### src/rtl/dsps_pkg.sv
// How it works
// - each cycle runs offset null, integrate, ramp down, then residue clear unless the skip clear bit is set
// - integration lasts a fixed time, then ramp down follows at once
// - ramp timer starts with ramp down and stops on comparator change
// - comparator high means positive input; sample at integration end as sign
// - comparator delay of about 2 us adds to the measured count
// - comparator level is ignored during offset null
// - residue clearing follows ramp down unless the skip clear control bit is set
// - residue clearing lasts until the comparator returns high
// - integration period is a whole number of mains periods; the default INT_TIME_MS of 33 ms is not
// - ramp down count limit defaults to twice the integration count
// - ramp time runs from phase lines 10 to 11 until comparator falls
// - after residue clearing, drive 01 and hold offset null
// - offset null is the idle state between conversions
package dsps_pkg;
    localparam int CLK_MHZ = 200;
    localparam int INT_TIME_MS = 33;
    localparam int INT_CYCLES = INT_TIME_MS * CLK_MHZ * 1000;
    localparam int NULL_CYCLES = INT_CYCLES;
    localparam int CMP_DELAY_US = 2;
    localparam int CMP_DELAY_CYCLES = CMP_DELAY_US * CLK_MHZ;
    localparam int RAMP_LIMIT_FACTOR = 2;
    localparam int CNT_W = 32;
    localparam logic [7:0] ADDR_CTRL = 8'h00;
    localparam logic [7:0] ADDR_STATUS = 8'h04;
    localparam logic [7:0] ADDR_RESULT = 8'h08;
    localparam logic [7:0] ADDR_INT_LEN = 8'h0c;
    localparam logic [7:0] ADDR_NULL_LEN = 8'h10;
    localparam logic [7:0] ADDR_RAMP_MAX = 8'h14;
    localparam int CTRL_START_BIT = 0;
    localparam int CTRL_SKIP_CLR_BIT = 1;
    localparam int ST_BUSY_BIT = 0;
    localparam int ST_DONE_BIT = 1;
    localparam int ST_OVR_BIT = 2;
    localparam int ST_SIGN_BIT = 3;
    localparam int ST_PHASE_LSB = 4;
    localparam logic [1:0] LINES_NULL = 2'h1;
    localparam logic [1:0] LINES_INT = 2'h2;
    localparam logic [1:0] LINES_RAMP = 2'h3;
    localparam logic [1:0] LINES_CLEAR = 2'h0;

    typedef enum logic [3:0] {
        PH_NULL = 4'h1,
        PH_INT = 4'h2,
        PH_RAMP = 4'h4,
        PH_CLEAR = 4'h8
    } dsps_phase_t;

    typedef struct packed {
        logic sign;
        logic overrange;
        logic [CNT_W-1:0] count;
    } dsps_result_t;
endpackage

### src/rtl/dsps_timer.sv
`timescale 1ns/10ps
module dsps_timer
    import dsps_pkg::*;
#(
    parameter int W = CNT_W
)
(
    input wire logic core_clk,
    input wire logic arst_n,
    input wire logic clear,
    input wire logic run,
    input wire logic [W-1:0] limit,
    output logic [W-1:0] count,
    output logic atLimit
);
    initial
    begin
        if (W < 2) $error("timer width too small");
    end

    assign atLimit = (count >= limit);

    always_ff @(posedge core_clk or negedge arst_n)
    begin
        if (!arst_n)
            count <= '0;
        else if (clear)
            count <= '0;
        else if (run && !atLimit)
            count <= count + W'(1);
    end
endmodule

### src/rtl/dsps_host.sv
`timescale 1ns/10ps
module dsps_host
    import dsps_pkg::*;
#(
    parameter int INT_LEN_DEFAULT = INT_CYCLES,
    parameter int NULL_LEN_DEFAULT = NULL_CYCLES
)
(
    input wire logic core_clk,
    input wire logic arst_n,
    input wire logic [7:0] regAddr,
    input wire logic [31:0] regWdata,
    input wire logic regWr,
    input wire logic regRd,
    output logic [31:0] regRdata,
    output logic ctlOne,
    output logic ctlTwo,
    input wire logic zeroCrossOut,
    output logic convDone
);
    initial
    begin
        if (INT_LEN_DEFAULT < 1 || NULL_LEN_DEFAULT < 1) $error("phase lengths must be positive");
        if (longint'(INT_LEN_DEFAULT) * RAMP_LIMIT_FACTOR >= 64'h1_0000_0000)
            $error("ramp limit does not fit the counter");
    end

    dsps_phase_t phase_reg;
    dsps_phase_t phase_next;
    logic [CNT_W-1:0] intLen_reg;
    logic [CNT_W-1:0] nullLen_reg;
    logic [CNT_W-1:0] rampMax_reg;
    logic skipClear_reg;
    logic startPend_reg;
    logic busy_reg;
    logic done_reg;
    logic zcPrev_reg;
    logic [1:0] lines_reg;
    dsps_result_t result_reg;
    logic [31:0] rdata_reg;

    logic phaseAtLimit;
    logic [CNT_W-1:0] phaseLimit;
    logic phaseClear;
    logic [CNT_W-1:0] rampCount;
    logic rampAtLimit;
    logic rampClear;
    logic zcFall;
    logic rampEnd;
    logic clearEnd;
    logic nullEnd;
    logic intEnd;
    logic wrCtrl;
    logic wrIntLen;
    logic wrNullLen;
    logic wrRampMax;
    logic rdResult;
    logic startReq;
    logic convFinish;
    logic [31:0] statusWord;
    logic [31:0] ctrlWord;

    assign zcFall = zcPrev_reg && !zeroCrossOut;

    // phase timer serves offset null and integration lengths
    always_comb
    begin
        phaseLimit = nullLen_reg;
        if (phase_reg == PH_INT)
            phaseLimit = intLen_reg - CNT_W'(1);
        else
            phaseLimit = nullLen_reg - CNT_W'(1);
    end

    // offset null must have lasted its minimum and a start be pending
    assign nullEnd = (phase_reg == PH_NULL) && phaseAtLimit && startPend_reg;
    assign intEnd = (phase_reg == PH_INT) && phaseAtLimit;
    // the count limit keeps a stuck comparator from holding ramp down forever
    assign rampEnd = (phase_reg == PH_RAMP) && (zcFall || rampAtLimit);
    // comparator is live here; the line is already high if no overshoot happened
    assign clearEnd = (phase_reg == PH_CLEAR) && zeroCrossOut;

    assign phaseClear = nullEnd || intEnd || rampEnd || clearEnd;
    assign rampClear = intEnd;

    // write address decode kept in one place so every register sees the same strobes
    always_comb
    begin
        wrCtrl = 1'b0;
        wrIntLen = 1'b0;
        wrNullLen = 1'b0;
        wrRampMax = 1'b0;
        if (regWr)
        begin
            if (regAddr == ADDR_CTRL)
                wrCtrl = 1'b1;
            else if (regAddr == ADDR_INT_LEN)
                wrIntLen = 1'b1;
            else if (regAddr == ADDR_NULL_LEN)
                wrNullLen = 1'b1;
            else if (regAddr == ADDR_RAMP_MAX)
                wrRampMax = 1'b1;
        end
    end

    assign rdResult = regRd && (regAddr == ADDR_RESULT);
    assign startReq = wrCtrl && regWdata[CTRL_START_BIT];
    // any return to offset null closes a conversion, with or without residue clearing
    assign convFinish = (phase_next == PH_NULL) && (phase_reg != PH_NULL);

    dsps_timer #(
        .W(CNT_W)
    ) phaseTimer (
        .core_clk(core_clk),
        .arst_n(arst_n),
        .clear(phaseClear),
        .run(phase_reg == PH_NULL || phase_reg == PH_INT),
        .limit(phaseLimit),
        .count(),
        .atLimit(phaseAtLimit)
    );

    // runs only during ramp down; count starts at the 10 to 11 change
    dsps_timer #(
        .W(CNT_W)
    ) rampTimer (
        .core_clk(core_clk),
        .arst_n(arst_n),
        .clear(rampClear),
        .run(phase_reg == PH_RAMP && !zcFall),
        .limit(rampMax_reg),
        .count(rampCount),
        .atLimit(rampAtLimit)
    );

    always_comb
    begin
        phase_next = phase_reg;
        case (phase_reg)
            PH_NULL:
                if (nullEnd)
                    phase_next = PH_INT;
            PH_INT:
                if (intEnd)
                    phase_next = PH_RAMP;
            PH_RAMP:
                if (rampEnd)
                    phase_next = skipClear_reg ? PH_NULL : PH_CLEAR;
            PH_CLEAR:
                if (clearEnd)
                    phase_next = PH_NULL;
            default:
                phase_next = PH_NULL;
        endcase
    end

    always_ff @(posedge core_clk or negedge arst_n)
    begin
        if (!arst_n)
            phase_reg <= PH_NULL;
        else
            phase_reg <= phase_next;
    end

    // phase lines come from a flop so the device never sees a glitch between codes
    always_ff @(posedge core_clk or negedge arst_n)
    begin
        if (!arst_n)
            lines_reg <= LINES_NULL;
        else
        begin
            case (phase_next)
                PH_NULL: lines_reg <= LINES_NULL;
                PH_INT: lines_reg <= LINES_INT;
                PH_RAMP: lines_reg <= LINES_RAMP;
                PH_CLEAR: lines_reg <= LINES_CLEAR;
                default: lines_reg <= LINES_NULL;
            endcase
        end
    end

    assign ctlOne = lines_reg[1];
    assign ctlTwo = lines_reg[0];

    // edge history only meaningful in ramp down; offset null levels never reach it
    always_ff @(posedge core_clk or negedge arst_n)
    begin
        if (!arst_n)
            zcPrev_reg <= 1'b0;
        else if (phase_reg == PH_RAMP)
            zcPrev_reg <= zeroCrossOut;
        else
            zcPrev_reg <= 1'b1;
    end

    always_ff @(posedge core_clk or negedge arst_n)
    begin
        if (!arst_n)
            result_reg <= '0;
        else
        begin
            // taken on the last integration cycle, after early chatter at small inputs
            if (intEnd)
                result_reg.sign <= ~zeroCrossOut; // sign set means negative
            if (rampEnd)
            begin
                result_reg.count <= rampCount; // includes comparator delay
                result_reg.overrange <= rampAtLimit && !zcFall;
            end
        end
    end

    // start requests and done flag; a new event beats a software clear
    always_ff @(posedge core_clk or negedge arst_n)
    begin
        if (!arst_n)
        begin
            startPend_reg <= 1'b0;
            busy_reg <= 1'b0;
            done_reg <= 1'b0;
        end
        else
        begin
            if (nullEnd)
                startPend_reg <= 1'b0;
            else if (startReq)
                startPend_reg <= 1'b1;
            if (nullEnd)
                busy_reg <= 1'b1;
            else if (convFinish)
                busy_reg <= 1'b0;
            if (convFinish)
                done_reg <= 1'b1;
            else if (nullEnd || rdResult)
                done_reg <= 1'b0;
        end
    end

    assign convDone = done_reg;

    // field positions come from the package so software and hardware agree
    always_comb
    begin
        statusWord = '0;
        statusWord[ST_BUSY_BIT] = busy_reg;
        statusWord[ST_DONE_BIT] = done_reg;
        statusWord[ST_OVR_BIT] = result_reg.overrange;
        statusWord[ST_SIGN_BIT] = result_reg.sign;
        statusWord[ST_PHASE_LSB +: 4] = phase_reg;
    end

    always_comb
    begin
        ctrlWord = '0;
        ctrlWord[CTRL_START_BIT] = startPend_reg;
        ctrlWord[CTRL_SKIP_CLR_BIT] = skipClear_reg;
    end

    always_ff @(posedge core_clk or negedge arst_n)
    begin
        if (!arst_n)
        begin
            intLen_reg <= CNT_W'(INT_LEN_DEFAULT);
            nullLen_reg <= CNT_W'(NULL_LEN_DEFAULT);
            rampMax_reg <= CNT_W'(INT_LEN_DEFAULT * RAMP_LIMIT_FACTOR);
            skipClear_reg <= 1'b0;
        end
        else
        begin
            // zero lengths would stall the phase timer; they are forced to one
            if (wrIntLen)
                intLen_reg <= (regWdata == '0) ? CNT_W'(1) : regWdata;
            if (wrNullLen)
                nullLen_reg <= (regWdata == '0) ? CNT_W'(1) : regWdata;
            if (wrRampMax)
                rampMax_reg <= regWdata;
            if (wrCtrl)
                skipClear_reg <= regWdata[CTRL_SKIP_CLR_BIT];
        end
    end

    always_ff @(posedge core_clk or negedge arst_n)
    begin
        if (!arst_n)
            rdata_reg <= '0;
        else if (regRd)
        begin
            if (regAddr == ADDR_CTRL)
                rdata_reg <= ctrlWord;
            else if (regAddr == ADDR_STATUS)
                rdata_reg <= statusWord;
            else if (regAddr == ADDR_RESULT)
                rdata_reg <= result_reg.count;
            else if (regAddr == ADDR_INT_LEN)
                rdata_reg <= intLen_reg;
            else if (regAddr == ADDR_NULL_LEN)
                rdata_reg <= nullLen_reg;
            else if (regAddr == ADDR_RAMP_MAX)
                rdata_reg <= rampMax_reg;
            else
                rdata_reg <= '0;
        end
        else
            rdata_reg <= '0;
    end

    assign regRdata = rdata_reg;
endmodule

### config.mk
export PLATFORM = sky130hd
export DESIGN_NAME = dsps_host
export DESIGN_NICKNAME = d
export VERILOG_FILES = /design/src/rtl/dsps_pkg.sv /design/src/rtl/dsps_timer.sv /design/src/rtl/dsps_host.sv
export SDC_FILE = /design/constraint.sdc
export NUM_CORES = 1
export LEC_CHECK = 0
export ABC_AREA = 1
export BUFFER_PORTS_ARGS = -buffer_cell sky130_fd_sc_hd__buf_4
export CAP_MARGIN = 20
export CORE_AREA = 2 2 150 152
export DETAILED_ROUTE_END_ITERATION = 7
export DIE_AREA = 0 0 152 154
export PLACE_DENSITY_LB_ADDON = 0.2
export SLEW_MARGIN = 40
export SYNTH_ARGS = -nofsm -noshare
export SYNTH_HDL_FRONTEND = slang
export SYNTH_SLANG_ARGS = --single-unit
### constraint.sdc
create_clock -name core_clk -period 7.3 [get_ports core_clk]
set_input_delay 0 -clock core_clk [delete_from_list [all_inputs] [get_ports core_clk]]
set_output_delay 0 -clock core_clk [all_outputs]
set_load 0.03 [all_outputs]
==> key figures <==
Detailed routing
  • ANT nets after route: 0
  • 1st-pass router iterations: 6
  • Via count: 13300
  • DRC: 0
  • WL final: 40.4 mm
  • Initial drt markers: 1524
  • Wire per inst: 18.0 um
  • Vias per inst: 5.94

Timing
  • Slew Viols, Final: 0
  • Worst slew margin: 0.423
  • Max Fclk: 193 MHz
  • Final setup violation count: 0
  • Tcrit/Tclk final: 0.709
  • Final hold vios: 37
  • Hold_ws: -36.6 ps
  • Final critical-path setup slack: 2130 ps
  • Fin Clk Skew: 24.4 ps
  • Min Clock Period, post-route: 5170 ps
  • RSZ-0062 raised after global routing: false
  • Final setup TNS: 0 ps
  • Worst-Margin Slew: 861 ps

Synth
  • Synth area leaders: dfrtp_1 37%, nand2_1 12%, o21ai_0 7.7%, inv_1 6.1%, ha_1 5.9%
  • Synth Warn #: 0
  • Synth Area per Inst: 7.55 um^2
  • Yosys reg bits: 237
  • Post-Syn Nets: 1953
  • Top-area cell type share of the netlist area: 0.374
  • Synth cell types: 48
  • Synth Instances: 1842
  • Mapped Area: 13900 um^2
  • Sequential area share after synthesis: 0.429
  • Leading area contributor after synthesis: dfrtp_1

Finish
  • Area delta synth->final: 15.1%
  • Share of layout cells above drive strength 1: 0.110
  • Non-filler cells, final: 2240
  • Commonest non-fill, non-tap cell in the layout: nand2_1
  • Design area: 16000 um^2
  • Antenna diodes: 0
  • Nets: 2051
  • Number of flip-flops under the largest register name: 34
  • Commonest non-fill, non-tap cells in the layout: 458 x nand2_1, 224 x inv_1, 213 x o21ai_0, 208 x dfrtp_1, 157 x nor2_1

Placement
  • Placed cell count: 2153
  • Post-place instance area: 14700 um^2
  • Pre-CTS worst setup slack: 2290 ps
  • Hpwl dp: 28.7 mm
  • Number of port buffers: 79
  • Final RePlAce weighted congestion: 0.957

Floorplanning
  • Initial Util: 0.641
  • FP Rows: 54
  • Core area: 21700 um^2
  • Die Ht: 154 um
  • Die width: 152 um
  • Top Ports: 80
  • Die area: 23400 um^2

GRT
  • Overall Global Routing Usage: 0.339
  • Total grt overflow: 0
  • Number of global-route vias before repair: 12400
  • Met2 global-route usage: 0.527
  • Initial antenna violation count: 0
  • Gr busiest metal: met2
  • Grt met1 use: 0.468
  • First-pass GRT wire length: 63.9 mm
  • GRT met3 Usage: 0.0583
  • Largest net degree at the start of global routing: 106

CTS
  • Inserted Clock Buffers: 26
  • Max H-tree Level: 1
  • Worst-path clk slew: 60 ps
  • Resize count post-CTS: 0
  • CTS tree: done
  • Clk root buf: clkbuf_16
  • CTS sink count: 237
  • Max clock buf depth: 3
  • Clk_lat worst skew: 550 ps

Power
  • Pint: 2.25 mW
  • Total power: 2.99 mW
  • Clock share of power: 0.456
  • Pwr Density: 187 nW/um^2
  • Leakage: 7.73 nW
  • Switch share: 0.248
  • Max rail drop VDD: 0.179 mV
  • Comb pwr share: 0.084
  • Sw power: 0.741 mW
  • Sequential power share: 0.460

Run
  • Max Cap Violations: 0

Worst setup path
  • Crit Path Category: flop to flop
  • Worst Setup Start Kind: flop
  • Critical path endpoint category: flop
  • WP data arrival: 5590 ps
  • Max FO, Critical Path: 45
  • Required @ worst endpoint: 7710 ps

Worst hold path
  • Min-delay worst type: primary input to asynchronous set/reset pin

Run status
  • Failing checks: hold timing
  • Status: finished with violations
[cells by family after synthesis]
family / share of synthesized area
and+or+nand+nor: 0.255
xor gates and xnor gates: 0.0252
AOI/OAI and AO/OA: 0.147
buffers and inverters: 0.0840
DFF: 0.429
adders and majority gates: 0.0594
[synth_stat cells, drive strengths merged]
cell type	instances
o22ai	20
nor2b	1
clkbuf	43
nor3b	1
nor3	43
nor2	172
nor4	16
a31o	1
o22a	1
a31oi	1
o21bai	2
clkinv	4
o221ai	1
inv	231
o31ai	1
a21o	5
a22oi	1
nand4	46
o211ai	13
o21a	8
dfrtp	208
nand2	467
xor2	27
ha	66
a21oi	78
xnor2	13
buf	19
or2	2
dfstp	29
a221oi	1
o21ai	242
nand3	78
and2	1
[power groups by stage]
stage | logic, mW | registers (mW) | clock network, mW
2_1_floorplan | 0.130 | 1.39 | 0
4_1_cts | 0.248 | 1.37 | 1.37
6_report | 0.252 | 1.37 | 1.36
3_5_place_dp | 0.229 | 1.40 | 0
3_3_place_gp | 0.221 | 1.40 | 0
5_1_grt | 0.283 | 1.38 | 1.42
[stage by stage]
| step | utilization | hold WS [ps] |
|---|---|---|
| 6_report | 0.737 | -36.6 |
| 5_1_grt | 0.737 | 19.7 |
| 3_3_place_gp | 0.677 | 110 |
| 2_1_floorplan | - | -296 |
| 3_5_place_dp | 0.677 | 121 |
| 4_1_cts | 0.736 | 0.0370 |
[repair_timing]
action,CTS,global route
hold buffers,38,0
setup endpoints to repair,0,0
buffers inserted,0,0
endpoints found under the hold margin,208,0
[layout make-up]
class                   instances  area [um^2]
multi-input cells            1308         6780
fillers                      1649         5700
clock inverters                14          166
clock buffers                  34          721
inverters                     235          885
well taps                     280          350
flip-flops and latches        237         5970
repair buffers                132         1120
[metal layers]
metal	share of wire	routed length, um
met1	0.40	16300
met2	0.45	18300
met3	0.093	3770
met4	0.049	2000
met5	0	0
[final timing paths]
kind,start,to,slack [ps],cells after the start
max in group asynchronous,arst_n,regRdata[13]$_DFF_PN0_,6060,4
hold reg to reg,busy_reg$_DFFE_PN0P_,busy_reg$_DFFE_PN0P_,470,2
setup / recovery,phase_reg[0]$_DFF_PN1_,rampTimer.count[12]$_DFFE_PN0P_,2130,26
min in group core_clk,regAddr[2],regRdata[0]$_DFF_PN0_,30,5
hold / removal,arst_n,rampMax_reg[8]$_DFFE_PN0P_,-40,2
setup reg to reg,phase_reg[0]$_DFF_PN1_,rampTimer.count[12]$_DFFE_PN0P_,2130,26
[worst max-delay path: stages (launching register included)]
cell and delay [ps]:
dfstp_2 590, nor2_4 60, nand2_4 410, inv_4 220, o21ai_1 330, nand2_1 100, nor2_1 140, nand2_1 150
nor2_4 190, nand3_4 130, nor2_4 140, nand2_1 80, nand2_1 60, nand2_1 60, ha_1 280, nand2_1 80
nor2_1 60, nand2_1 90, inv_1 50, a21oi_1 200, nand3_1 240, nand2_1 110, buf_4 320, nand2_1 390
buf_4 340, nand2_1 80, o21ai_0 80
(Power assumes the default switching activity.)
